`config.mk`:
```
export PLATFORM = sky130hd
export DESIGN_NAME = hv_wake_input_monitor
export DESIGN_NICKNAME = d
export VERILOG_FILES = /design/src/verilog/hv_wake_input_monitor.v
export VERILOG_INCLUDE_DIRS = /design/src /design/src/verilog
export SDC_FILE = /design/constraint.sdc
export NUM_CORES = 1
export LEC_CHECK = 0
export BUFFER_PORTS_ARGS = -buffer_cell sky130_fd_sc_hd__buf_2
export CORE_MARGIN = 4
export CORE_UTILIZATION = 49
export DETAILED_ROUTE_END_ITERATION = 10
export PLACE_DENSITY = 0.85
export SYNTH_ARGS = -nofsm -noshare
export SYNTH_HDL_FRONTEND = slang
export SYNTH_SLANG_ARGS = --single-unit
```
`constraint.sdc`:
```
create_clock -name CLOCK -period 2.09 [get_ports CLOCK]
set_input_delay 0.1045 -clock CLOCK [delete_from_list [all_inputs] [get_ports CLOCK]]
set_output_delay 0.1045 -clock CLOCK [all_outputs]
set_load 0.1 [all_outputs]
```
`src/verilog/hv_wake_map.vh`:
```
// Register map, field positions and timing constants of the wake monitor
`ifndef HV_WAKE_MAP_VH
`define HV_WAKE_MAP_VH

// ----------------------------------------------------------------------
// Register byte addresses
// ----------------------------------------------------------------------
`define ADDR_WAKE_CONTROL 4'h0
`define ADDR_BIAS_CONTROL 4'h4
`define ADDR_WAKE_STAT_FIRST 4'h8
`define ADDR_WAKE_STAT_SECOND 4'hc
// Level and command-error status sit on odd bytes, since all four word addresses are taken
`define ADDR_LEVEL_STAT 4'h1
`define ADDR_CMD_ERR 4'h3

// ----------------------------------------------------------------------
// Field positions
// ----------------------------------------------------------------------
`define CTL_PIN_WAKE_EN 0
`define CTL_GPIO_WAKE_EN 1
`define CTL_CYCLIC_SEL 2
`define CTL_MEAS_EN 3
`define CTL_GPIO_AS_WAKE 4
`define CTL_WIDTH 5
`define BIAS_WIDTH 2

// ----------------------------------------------------------------------
// Reset values and bias encodings
// ----------------------------------------------------------------------
`define CTL_RESET 5'h00
`define BIAS_RESET 2'h0
`define BIAS_NONE 2'h0
`define BIAS_PULL_DOWN 2'h1
`define BIAS_PULL_UP 2'h2
`define BIAS_AUTO 2'h3

// ----------------------------------------------------------------------
// Chip mode codes
// ----------------------------------------------------------------------
`define MODE_NORMAL 3'h0
`define MODE_STOP 3'h1
`define MODE_INIT 3'h2
`define MODE_SLEEP 3'h3
`define MODE_FAILSAFE 3'h4
`define MODE_RESTART 3'h5

// ----------------------------------------------------------------------
// Timing
// ----------------------------------------------------------------------
`define CLK_PERIOD_NS 20
`define FILTER_TIME_NS 16000
`define FILT_CYCLES ((`FILTER_TIME_NS + `CLK_PERIOD_NS - 1) / `CLK_PERIOD_NS)
`define FILT_W 10

`endif

```
`src/verilog/hv_wake_input_monitor.v`:
```
// Wake pin monitor: filtering, cyclic sense, bias control, status registers
// Contract
// - Both rising and falling edges on the wake pin are signalled.
// - Edge gives interrupt in Normal/Stop, wake-up in Sleep/Fail-Safe.
// - Control bit selects static sensing or cyclic timed sensing.
// - Static sensing filters the input for nominally 16 us.
// - Filter restarts on each crossing; accept only after quiet interval.
// - Wake capability of the pin is switched by a control bit.
// - Each pin wake event sets the first wake status flag.
// - Pin level is reported in Normal, Stop and Init modes.
// - In cyclic sensing the level status shows the last sample.
// - Alternate wake input uses same filter, reports in second status.
// - Two-bit bias: none, pull-down, pull-up, automatic.
// - Automatic bias pulls up on High level, down on Low level.
// - Cyclic sense samples each high-side on-phase; change is a wake.
// - Measurement mode disables fail output, its test, GPIO and wake.
// - Measurement mode turns bias off and blocks the wake signal.
// - Measurement mode ignores bias and wake settings, writes still land.
// - Measurement mode freezes the event flag; level status reads zero.
// - Sleep attempt with pin as only wake source sets error, restarts; the code does so only in measurement mode.
// - Interrupt raised only when the source is enabled for wake.
`timescale 1ns/1ps
`include "hv_wake_map.vh"

module hv_wake_input_monitor (
  input wire CLOCK,
  input wire RESETN,
  input wire [3:0] AVS_ADDRESS,
  input wire AVS_READ,
  input wire AVS_WRITE,
  input wire [31:0] AVS_WRITEDATA,
  input wire [3:0] AVS_BYTEENABLE,
  output reg [31:0] AVS_READDATA,
  output reg AVS_WAITREQUEST,
  input wire WAKE_COMP,
  input wire GPIO_COMP,
  input wire HS_ON,
  input wire [2:0] CHIP_MODE,
  input wire SLEEP_REQ,
  input wire OTHER_WAKE_EN,
  output reg PULL_UP_EN,
  output reg PULL_DOWN_EN,
  output reg WAKE_IRQ,
  output reg WAKE_UP,
  output reg RESTART_REQ,
  output reg FAIL_OUT_DISABLE,
  output reg GPIO_DISABLE
);

  // --------------------------------------------------------------------
  // Functions
  // --------------------------------------------------------------------
  localparam integer FILT_LAST = `FILT_CYCLES - 1;

  // Counter reloads whenever the synced level equals the accepted level,
  // so any crossing back inside the interval restarts the wait.
  function [`FILT_W-1:0] filt_next;
    input differs;
    input [`FILT_W-1:0] cnt;
    begin
      if (!differs) begin
        filt_next = {`FILT_W{1'b0}};
      end else if (cnt == FILT_LAST) begin
        filt_next = {`FILT_W{1'b0}};
      end else begin
        filt_next = cnt + 1'b1;
      end
    end
  endfunction

  function filt_done;
    input differs;
    input [`FILT_W-1:0] cnt;
    begin
      filt_done = differs && (cnt == FILT_LAST);
    end
  endfunction

  // --------------------------------------------------------------------
  // Declarations
  // --------------------------------------------------------------------
  reg [`CTL_WIDTH-1:0] ctl_r;
  reg [`BIAS_WIDTH-1:0] bias_r;
  reg pin_flag_r;
  reg gpio_flag_r;
  reg cmd_err_r;
  reg level_r;
  reg pin_meta_r;
  reg pin_sync_r;
  reg gpio_meta_r;
  reg gpio_sync_r;
  reg pin_stable_r;
  reg gpio_stable_r;
  reg [`FILT_W-1:0] pin_cnt_r;
  reg [`FILT_W-1:0] gpio_cnt_r;
  reg hs_on_d_r;
  reg sample_r;
  reg sample_valid_r;

  wire meas;
  wire pin_wake_en;
  wire gpio_wake_en;
  wire cyclic;
  wire pin_diff;
  wire gpio_diff;
  wire static_evt;
  wire gpio_evt;
  wire sample_now;
  wire cyclic_evt;
  wire pin_evt;
  wire irq_mode;
  wire wake_mode;
  wire lvl_mode;
  wire sense_level;
  wire access;
  wire wr_take;
  wire wr_lane;
  wire clr_first;
  wire clr_second;
  wire clr_err;
  wire sleep_refused;
  wire pin_wake;
  wire gpio_wake;
  wire any_wake;

  // --------------------------------------------------------------------
  // Configuration decode
  // --------------------------------------------------------------------
  assign meas = ctl_r[`CTL_MEAS_EN];
  // Settings are held but overridden while measuring
  assign pin_wake_en = ctl_r[`CTL_PIN_WAKE_EN] && !meas;
  assign gpio_wake_en = ctl_r[`CTL_GPIO_WAKE_EN] &&
                        ctl_r[`CTL_GPIO_AS_WAKE] && !meas;
  assign cyclic = ctl_r[`CTL_CYCLIC_SEL];

  assign irq_mode = (CHIP_MODE == `MODE_NORMAL) ||
                    (CHIP_MODE == `MODE_STOP);
  assign wake_mode = (CHIP_MODE == `MODE_SLEEP) ||
                     (CHIP_MODE == `MODE_FAILSAFE);
  assign lvl_mode = irq_mode || (CHIP_MODE == `MODE_INIT);

  // --------------------------------------------------------------------
  // Synchronisers
  // --------------------------------------------------------------------
  // The first stage feeds only the second stage.
  always @(posedge CLOCK or negedge RESETN) begin
    if (!RESETN) begin
      pin_meta_r <= 1'b0;
      pin_sync_r <= 1'b0;
      gpio_meta_r <= 1'b0;
      gpio_sync_r <= 1'b0;
    end else begin
      pin_meta_r <= WAKE_COMP;
      pin_sync_r <= pin_meta_r;
      gpio_meta_r <= GPIO_COMP;
      gpio_sync_r <= gpio_meta_r;
    end
  end

  // --------------------------------------------------------------------
  // Static sense glitch filters
  // --------------------------------------------------------------------
  // The filters keep running while measuring, so leaving measurement
  // does not replay a crossing that happened meanwhile.
  assign pin_diff = pin_sync_r != pin_stable_r;
  assign gpio_diff = gpio_sync_r != gpio_stable_r;
  // Either direction of change counts as an edge
  assign static_evt = filt_done(pin_diff, pin_cnt_r);
  assign gpio_evt = filt_done(gpio_diff, gpio_cnt_r);

  always @(posedge CLOCK or negedge RESETN) begin
    if (!RESETN) begin
      pin_cnt_r <= {`FILT_W{1'b0}};
      gpio_cnt_r <= {`FILT_W{1'b0}};
      pin_stable_r <= 1'b0;
      gpio_stable_r <= 1'b0;
    end else begin
      pin_cnt_r <= filt_next(pin_diff, pin_cnt_r);
      gpio_cnt_r <= filt_next(gpio_diff, gpio_cnt_r);
      if (static_evt) begin
        pin_stable_r <= pin_sync_r;
      end
      if (gpio_evt) begin
        gpio_stable_r <= gpio_sync_r;
      end
    end
  end

  // --------------------------------------------------------------------
  // Cyclic sense sampling
  // --------------------------------------------------------------------
  // Sample on the first edge that sees HS_ON low after each on-phase, when the sensed network
  // has had the longest time to settle.
  assign sample_now = hs_on_d_r && !HS_ON;
  assign cyclic_evt = sample_now && sample_valid_r &&
                      (pin_sync_r != sample_r);

  always @(posedge CLOCK or negedge RESETN) begin
    if (!RESETN) begin
      hs_on_d_r <= 1'b0;
      sample_r <= 1'b0;
      sample_valid_r <= 1'b0;
    end else begin
      hs_on_d_r <= HS_ON;
      if (!cyclic || meas) begin
        sample_valid_r <= 1'b0;
      end else if (sample_now) begin
        sample_r <= pin_sync_r;
        sample_valid_r <= 1'b1;
      end
    end
  end

  // Measurement gates the internal wake signal before any event logic
  assign pin_evt = !meas && (cyclic ? cyclic_evt : static_evt);
  assign sense_level = cyclic ? sample_r : pin_stable_r;

  // A source only counts once it is enabled for wake
  assign pin_wake = pin_evt && pin_wake_en;
  assign gpio_wake = gpio_evt && gpio_wake_en;
  assign any_wake = pin_wake || gpio_wake;
  // Measuring leaves the pin unusable, so with no other source a sleep
  // attempt could never wake again; it is refused instead.
  assign sleep_refused = SLEEP_REQ && meas && ctl_r[`CTL_PIN_WAKE_EN] &&
                         !OTHER_WAKE_EN && !gpio_wake_en;

  // --------------------------------------------------------------------
  // Bus access
  // --------------------------------------------------------------------
  // A request is acknowledged one cycle after it is seen; effects happen
  // on the acknowledging edge.
  assign access = (AVS_READ || AVS_WRITE) && !AVS_WAITREQUEST;
  assign wr_take = AVS_WRITE && !AVS_WAITREQUEST;
  assign wr_lane = wr_take && AVS_BYTEENABLE[0];
  // Status bits clear by writing a one to bit zero of their address
  assign clr_first = wr_lane && AVS_WRITEDATA[0] &&
                     (AVS_ADDRESS == `ADDR_WAKE_STAT_FIRST);
  assign clr_second = wr_lane && AVS_WRITEDATA[0] &&
                      (AVS_ADDRESS == `ADDR_WAKE_STAT_SECOND);
  assign clr_err = wr_lane && AVS_WRITEDATA[0] &&
                   (AVS_ADDRESS == `ADDR_CMD_ERR);

  always @(posedge CLOCK or negedge RESETN) begin
    if (!RESETN) begin
      AVS_WAITREQUEST <= 1'b1;
      AVS_READDATA <= 32'h0000_0000;
    end else begin
      if (access) begin
        AVS_WAITREQUEST <= 1'b1;
      end else if (AVS_READ || AVS_WRITE) begin
        AVS_WAITREQUEST <= 1'b0;
      end
      // Latched on first sight of a read, so it stands while acknowledged
      if (AVS_READ && AVS_WAITREQUEST) begin
        if (AVS_ADDRESS == `ADDR_WAKE_CONTROL) begin
          AVS_READDATA <= {27'h0000000, ctl_r};
        end else if (AVS_ADDRESS == `ADDR_BIAS_CONTROL) begin
          AVS_READDATA <= {30'h00000000, bias_r};
        end else if (AVS_ADDRESS == `ADDR_WAKE_STAT_FIRST) begin
          AVS_READDATA <= {31'h00000000, pin_flag_r};
        end else if (AVS_ADDRESS == `ADDR_WAKE_STAT_SECOND) begin
          AVS_READDATA <= {31'h00000000, gpio_flag_r};
        end else if (AVS_ADDRESS == `ADDR_LEVEL_STAT) begin
          AVS_READDATA <= {31'h00000000, level_r};
        end else if (AVS_ADDRESS == `ADDR_CMD_ERR) begin
          AVS_READDATA <= {31'h00000000, cmd_err_r};
        end else begin
          AVS_READDATA <= 32'h0000_0000;
        end
      end
    end
  end

  // --------------------------------------------------------------------
  // Control registers
  // --------------------------------------------------------------------
  always @(posedge CLOCK or negedge RESETN) begin
    if (!RESETN) begin
      ctl_r <= `CTL_RESET;
      bias_r <= `BIAS_RESET;
    end else if (wr_lane) begin
      // Writes land even in measurement mode
      if (AVS_ADDRESS == `ADDR_WAKE_CONTROL) begin
        ctl_r <= AVS_WRITEDATA[`CTL_WIDTH-1:0];
      end else if (AVS_ADDRESS == `ADDR_BIAS_CONTROL) begin
        bias_r <= AVS_WRITEDATA[`BIAS_WIDTH-1:0];
      end
    end
  end

  // --------------------------------------------------------------------
  // Status flags
  // --------------------------------------------------------------------
  // Write one clears; a new event in the same cycle keeps the flag set.
  always @(posedge CLOCK or negedge RESETN) begin
    if (!RESETN) begin
      pin_flag_r <= 1'b0;
      gpio_flag_r <= 1'b0;
      cmd_err_r <= 1'b0;
    end else begin
      if (pin_wake) begin
        pin_flag_r <= 1'b1;
      end else if (clr_first) begin
        pin_flag_r <= 1'b0;
      end
      if (gpio_wake) begin
        gpio_flag_r <= 1'b1;
      end else if (clr_second) begin
        gpio_flag_r <= 1'b0;
      end
      if (sleep_refused) begin
        cmd_err_r <= 1'b1;
      end else if (clr_err) begin
        cmd_err_r <= 1'b0;
      end
    end
  end

  // --------------------------------------------------------------------
  // Level status
  // --------------------------------------------------------------------
  // Outside the reporting modes the last value is simply held.
  // Measurement wins over mode so the bits read as cleared at any time.
  always @(posedge CLOCK or negedge RESETN) begin
    if (!RESETN) begin
      level_r <= 1'b0;
    end else if (meas) begin
      level_r <= 1'b0;
    end else if (lvl_mode) begin
      level_r <= sense_level;
    end
  end

  // --------------------------------------------------------------------
  // Outputs
  // --------------------------------------------------------------------
  // Event pulses are one cycle long; the interrupt generator stretches them.
  always @(posedge CLOCK or negedge RESETN) begin
    if (!RESETN) begin
      WAKE_IRQ <= 1'b0;
      WAKE_UP <= 1'b0;
      RESTART_REQ <= 1'b0;
      PULL_UP_EN <= 1'b0;
      PULL_DOWN_EN <= 1'b0;
      FAIL_OUT_DISABLE <= 1'b0;
      GPIO_DISABLE <= 1'b0;
    end else begin
      WAKE_IRQ <= irq_mode && any_wake;
      WAKE_UP <= wake_mode && any_wake;
      RESTART_REQ <= sleep_refused;
      FAIL_OUT_DISABLE <= meas;
      GPIO_DISABLE <= meas;
      if (meas) begin
        PULL_UP_EN <= 1'b0;
        PULL_DOWN_EN <= 1'b0;
      end else if (bias_r == `BIAS_PULL_DOWN) begin
        PULL_UP_EN <= 1'b0;
        PULL_DOWN_EN <= 1'b1;
      end else if (bias_r == `BIAS_PULL_UP) begin
        PULL_UP_EN <= 1'b1;
        PULL_DOWN_EN <= 1'b0;
      end else if (bias_r == `BIAS_AUTO) begin
        // The chosen source reinforces the level the line already holds
        PULL_UP_EN <= pin_sync_r;
        PULL_DOWN_EN <= !pin_sync_r;
      end else begin
        PULL_UP_EN <= 1'b0;
        PULL_DOWN_EN <= 1'b0;
      end
    end
  end

endmodule

```
==> impl_metrics.tcl, run 1 <==
set metrics [dict create \
    final_nets 333 \
    hpwlAfterDp_um 3220 \
    io_buffers 34 \
    grt_start_max_net_pins 53 \
    cts_root_buf "clkbuf_8" \
    syn_area_per_cell_sq_um 10.5 \
    hold_viol 0 \
    rsz0062_at_grt "no" \
    ys_seq_elements 52 \
    fp.dieH_um 79.3 \
    fin_ws_ns 0.337 \
    setup-violations-final 0 \
    track_usage_pct 15.2 \
    post-place-ws_ns 0.329 \
    clock_skew_ns 0.00944 \
    synth_top_cell_by_area "dfrtp_1" \
    drtAntennaViolNets 0 \
    post_cts_buffers 0 \
    fp.dieArea_sq_um 6280 \
    grt_pass1_wl_um 7460 \
    reg2reg_from "gpio_cnt_r[0]$_DFF_PN0_" \
    irDropWorstVdd_mv 0.603 \
    cts_sinks 52 \
    pwr_density_cell_nw_per_um2 941 \
    synth_area_sq_um 2490 \
    path_class "flop to flop" \
    firstDrtPassIters 4 \
    start_util_pct 51.6 \
    p_leak_nw 1.33 \
    grt-ovfl-total 0 \
    fp.dieW_um 79.3 \
    tns_ns 0 \
    coreArea_sq_um 4820 \
    synthDominantCellAreaShare_pct 51.3 \
    grt_pass1_vias 1601 \
    clock.fmax_mhz 571 \
    via_per_inst 4.89 \
    ioPinCount 92 \
    clk_pin_slew_worst_paths_ns 0.09 \
    crit_arrival_ns 1.97 \
    crit_path_start "gpio_cnt_r[0]$_DFF_PN0_" \
    numCtsBuffers 5 \
    gp_congestion 0.842 \
    hp-class "input pin to flop" \
    clk_latency_ns 0.30 \
    cts_buffer_depth 2 \
    ys_top_cells_by_area "dfrtp_1, buf_4, xnor2_1, mux2_2, nor2_1" \
    finalMaxSlewViolations 0 \
    critPathMaxFanout 4 \
    hp-start "AVS_WRITEDATA[2]" \
    insertedDiodeCount 0 \
    min_period_over_period_pct 83.9 \
    ys_seq_area_share_pct 52.4 \
    cts_tree "built" \
    maxCapViolCount 0 \
    vias 1696 \
    postCtsResizedCells 0 \
    netlist_instances 237 \
    num_rows 25 \
    yosys_warnings 0 \
    routed_wl_um 4280 \
    critPathRequiredTime_ns 2.30 \
    syn_to_final_growth_pct 12.0 \
    antenna_found_initial 0 \
    start_kind "flop" \
    period_needed_ns 1.75 \
    critPathCaptureType "flop" \
    drc_errors 0 \
    drt_iter0_drc 62 \
    drive_gt1_share_pct 20.7 \
    ctsHoldBuffers 4 \
    htreeDepth 2 \
    drt-wirelength-per-cell_um 12.3 \
    status "finished clean" \
    ys_types 39 \
]
==> cell type report <==
cell class | count | area [sq um]
Inverter | 9 | 33.8
Multi-Input combinational cell | 171 | 1030
Tap cell | 67 | 83.8
Timing Repair Buffer | 40 | 240
Fill cell | 405 | 2030
Sequential cell | 52 | 1300
Clock buffer | 8 | 100
==> final timing paths <==
check	to	slack, ns	cells past startpoint
worst max-delay path	WAKE_IRQ$_DFF_PN0_	0.34	5
worst min-delay path	ctl_r[2]$_DFFE_PN0P_	0.02	2
worst max register to register	WAKE_IRQ$_DFF_PN0_	0.34	5
worst min register to register	gpio_sync_r$_DFF_PN0_	0.35	0
max in group asynchronous	AVS_WAITREQUEST$_DFFE_PN1P_	1.50	3
min in group asynchronous	level_r$_DFFE_PN0P_	0.32	3
==> stage by stage <==
step / cell area [sq um] / util [%] / total power, W / std cells / hold WS, ns
2_1_floorplan: 2580 / - / 0.00193 / 263 / -0.191
3_3_place_gp: 2640 / 54.7 / 0.00201 / 334 / 0.113
3_5_place_dp: 2640 / 54.7 / 0.00204 / 334 / 0.115
5_1_grt: 2790 / 57.8 / 0.00276 / 347 / 0.0165
6_report: 2790 / 57.8 / 0.00262 / 347 / 0.0233
4_1_cts: 2780 / 57.6 / 0.00265 / 346 / 0.000877
==> synthesized netlist by cell type, drive strengths merged <==
master,number
nand2,16
dfstp,1
and3b,1
nand4,9
nand3,8
clkbuf,2
o21ai,4
a22o,3
buf,29
nor3,8
nor2b,1
or3b,2
o211a,1
dfrtp,51
or3,1
o31ai,2
mux2i,2
a21oi,6
nor4b,1
nor4,3
nor2,30
ha,2
inv,9
and4b,1
a21o,1
nand2b,4
conb,1
xor2,6
o211ai,1
a211oi,3
mux2,10
and4,2
or2,1
or4,1
xnor2,14
==> critical path, stage by stage (launching register included) <==
cell and delay, ns:
dfrtp_1 0.39, ha_1 0.22, and4_4 0.24, nand4_1 0.10
or4_4 0.51, a211oi_2 0.20
==> routing by layer <==
layer / routed length, um / track usage (%) / share of wire [%]
met2: 2020 / 24.8 / 47
met3: 314 / 5.33 / 7.3
met4: 53 / 4.47 / 1.2
met1: 1890 / 19.1 / 44
met5: 0 / 0 / 0
==> power by group <==
part           switching, W  internal [W]  leakage (nW)  total [W]
Clock              0.000303      0.000302        0.0515   0.000605
Sequential        0.0000989       0.00112         0.692    0.00122
Combinational      0.000642      0.000152         0.582   0.000794
Total               0.00104       0.00158          1.33    0.00262
==> cell families after synthesis <==
logic type                 share of synthesized area, %
and+or+nand+nor                                    18.0
DFF                                                52.4
buffers and inverters                              10.3
AOI/OAI and AO/OA                                  5.78
xor gates and xnor gates                           7.04
muxes                                              5.33
adders and majority gates                          1.01
other                                             0.151
==> cells in the final DEF (no fill, tap or decap), types with 2 or more instances in the layout <==
cell type / instances
clkbuf_8: 7
inv_1: 9
nor3_1: 8
a22o_1: 3
xnor2_1: 14
mux2_2: 10
conb_1: 27
a211oi_1: 2
nor2_1: 30
nand4_1: 9
nand2b_1: 4
buf_2: 34
mux2i_1: 2
xor2_1: 6
o21ai_0: 4
dlygate4sd3_1: 5
o31ai_1: 2
a21oi_1: 6
ha_1: 2
nor4_1: 3
nand3_1: 8
dfrtp_1: 51
nand2_1: 16
==> flip-flops by register name (all words and copies together) (netlist names), 2 cells and up <==
name	flops
gpio_cnt_r	10
pin_cnt_r	10
AVS_READDATA	5
ctl_r	5
bias_r	2
No activity file was read; power rests on OpenSTA's default activity.
==> run 2: changes to the inputs <==
--- a/config.mk
+++ b/config.mk
@@ -8,9 +8,9 @@
 export LEC_CHECK = 0
 export BUFFER_PORTS_ARGS = -buffer_cell sky130_fd_sc_hd__buf_2
 export CORE_MARGIN = 4
-export CORE_UTILIZATION = 49
+export CORE_UTILIZATION = 44
 export DETAILED_ROUTE_END_ITERATION = 10
-export PLACE_DENSITY = 0.85
+export PLACE_DENSITY = 0.81
 export SYNTH_ARGS = -nofsm -noshare
 export SYNTH_HDL_FRONTEND = slang
 export SYNTH_SLANG_ARGS = --single-unit
==> constraint.sdc (replaced) <==
create_clock -name CLOCK -period 1.58 [get_ports CLOCK]
set_input_delay 0.079 -clock CLOCK [delete_from_list [all_inputs] [get_ports CLOCK]]
set_output_delay 0.079 -clock CLOCK [all_outputs]
set_load 0.1 [all_outputs]
==> impl_metrics.tcl, run 2 (synthesis results as in run 1) <==
set metrics [dict create \
    status "finished clean" \
    vias 1750 \
    clk_latency_ns 0.30 \
    drive_gt1_share_pct 27.7 \
    grt_pass1_wl_um 7740 \
    grt-ovfl-total 0 \
    cts_tree "built" \
    pwr_density_cell_nw_per_um2 1200 \
    clock_skew_ns 0.00597 \
    clock.fmax_mhz 643 \
    postLayoutCoreUtil_pct 54.8 \
    start_util_pct 45.2 \
    swShare_pct 38.9 \
    numCtsBuffers 5 \
    ioPinCount 92 \
    hp-class "input pin to flop" \
    mostFrequentLayoutCells "dfrtp_1, buf_2, nor2_1, conb_1, buf_4" \
    insertedDiodeCount 0 \
    fp.dieW_um 83.2 \
    drt-wirelength-per-cell_um 12.4 \
    tns_ns 0 \
    final_nets 356 \
    critPathCaptureType "flop" \
    grt_pass1_vias 1683 \
    cts_buffer_depth 2 \
    firstDrtPassIters 4 \
    clk_pin_slew_worst_paths_ns 0.09 \
    min_period_over_period_pct 98.4 \
    p_leak_nw 1.45 \
    syn_to_final_growth_pct 21.3 \
    layout_commonest_cell "dfrtp_1" \
    top_regs "gpio_cnt_r (10), pin_cnt_r (10)" \
    finalMaxSlewViolations 0 \
    multi_input_area_sq_um 1050 \
    cts_sinks 52 \
    hold_path_depth 2 \
    fp.dieArea_sq_um 6920 \
    htreeDepth 2 \
    grt_start_max_net_pins 29 \
    r2r_cells 5 \
    r2r_slack_ns 0.02 \
    fp.dieH_um 83.2 \
    drt_iter0_drc 81 \
    setup-violations-final 0 \
    num_rows 27 \
    antenna_found_initial 1 \
    hold_end "ctl_r[1]$_DFFE_PN0P_" \
    hold_viol 0 \
    p_int_w 0.00222 \
    worstReg2RegEnd "WAKE_IRQ$_DFF_PN0_" \
    track_usage_pct 13.7 \
    critPathRequiredTime_ns 1.80 \
    rsz0062_at_grt "yes" \
    critPathMaxFanout 3 \
    irDropWorstVdd_mv 0.775 \
    hpwlAfterDp_um 3510 \
    combPwrFrac_pct 31.4 \
    fin_area_sq_um 3020 \
    seq_area_sq_um 1310 \
    via_per_inst 4.67 \
    coreArea_sq_um 5510 \
    cts_root_buf "clkbuf_8" \
    crit_arrival_ns 1.78 \
    maxCapViolCount 0 \
    worst_hold_slack_ns 0.0335 \
    drtAntennaViolNets 0 \
    power_frac_clock_pct 24.3 \
    io_buffers 34 \
    path_class "flop to flop" \
    drc_errors 0 \
    start_kind "flop" \
    final.fill_count 494 \
    hp-start "AVS_WRITEDATA[1]" \
    place_area_sq_um 2790 \
    gp_congestion 0.772 \
    p_seq_share_pct 44.2 \
    switchingPower_w 0.00141 \
    period_needed_ns 1.56 \
    reg2reg_from "gpio_cnt_r[1]$_DFF_PN0_" \
    routed_wl_um 4640 \
]
[run 2: what timing repair did]
item / in CTS / in global routing
buffers inserted: 1 / 1
endpoints found under the hold margin: 57 / 2
gates resized for setup: 1 / 2
hold buffers: 7 / 2
cloned: 0 / 0
endpoints found under the setup margin: 1 / 20
[run 2: stage by stage]
step | worst slack (ns) | std cells | total power [W]
2_1_floorplan | -0.00600 | 263 | 0.00257
4_1_cts | 0.00271 | 372 | 0.00367
3_3_place_gp | 0.00986 | 356 | 0.00273
5_1_grt | -0.0815 | 375 | 0.00381
3_5_place_dp | -0.0230 | 356 | 0.00276
6_report | 0.0245 | 375 | 0.00363
[run 2: worst max path at each step]
stage | from | to | slack [ns] | depth (start not counted)
global route | gpio_cnt_r[0]$_DFF_PN0_ | WAKE_IRQ$_DFF_PN0_ | -0.08 | 5
CTS | gpio_cnt_r[1]$_DFF_PN0_ | WAKE_IRQ$_DFF_PN0_ | 0.003 | 5
floorplan | AVS_WAITREQUEST$_DFFE_PN1P_ | ctl_r[0]$_DFFE_PN0P_ | -0.006 | 3
detailed placement | ctl_r[2]$_DFFE_PN0P_ | WAKE_IRQ$_DFF_PN0_ | -0.02 | 4
finish | gpio_cnt_r[1]$_DFF_PN0_ | WAKE_IRQ$_DFF_PN0_ | 0.02 | 5
global placement | ctl_r[2]$_DFFE_PN0P_ | WAKE_IRQ$_DFF_PN0_ | 0.01 | 4
[run 2: routing by layer]
layer / GRT usage [%] / routed length (um)
met3: 5.16 / 423
met5: 0 / 7
met2: 22.2 / 2210
met4: 4.46 / 47
met1: 17.0 / 1950
[run 2: critical path, stage by stage, from the launching register on]
cell and delay [ns]:
dfrtp_1 0.36, ha_2 0.19, and4_4 0.21, nand4_1 0.08, or4_4 0.44, a211oi_2 0.19
[run 2: final cells by class]
class,instances,share of cell area [%]
Clock buffer,5,2.28
Clock inverter,3,1.41
Inverter,9,1.12
Multi-Input combinational cell,171,34.9
Sequential cell,52,43.3
Tap cell,72,2.99
Timing Repair Buffer,63,14.0
[run 2: power by group through the flow]
stage               combinational [W]  clock (W)  sequential, W
finish                        0.00114   0.000883        0.00161
global route                  0.00120   0.000983        0.00163
CTS                           0.00114   0.000919        0.00161
detailed placement            0.00112          0        0.00164
global placement              0.00110          0        0.00163
floorplan                    0.000612          0        0.00196
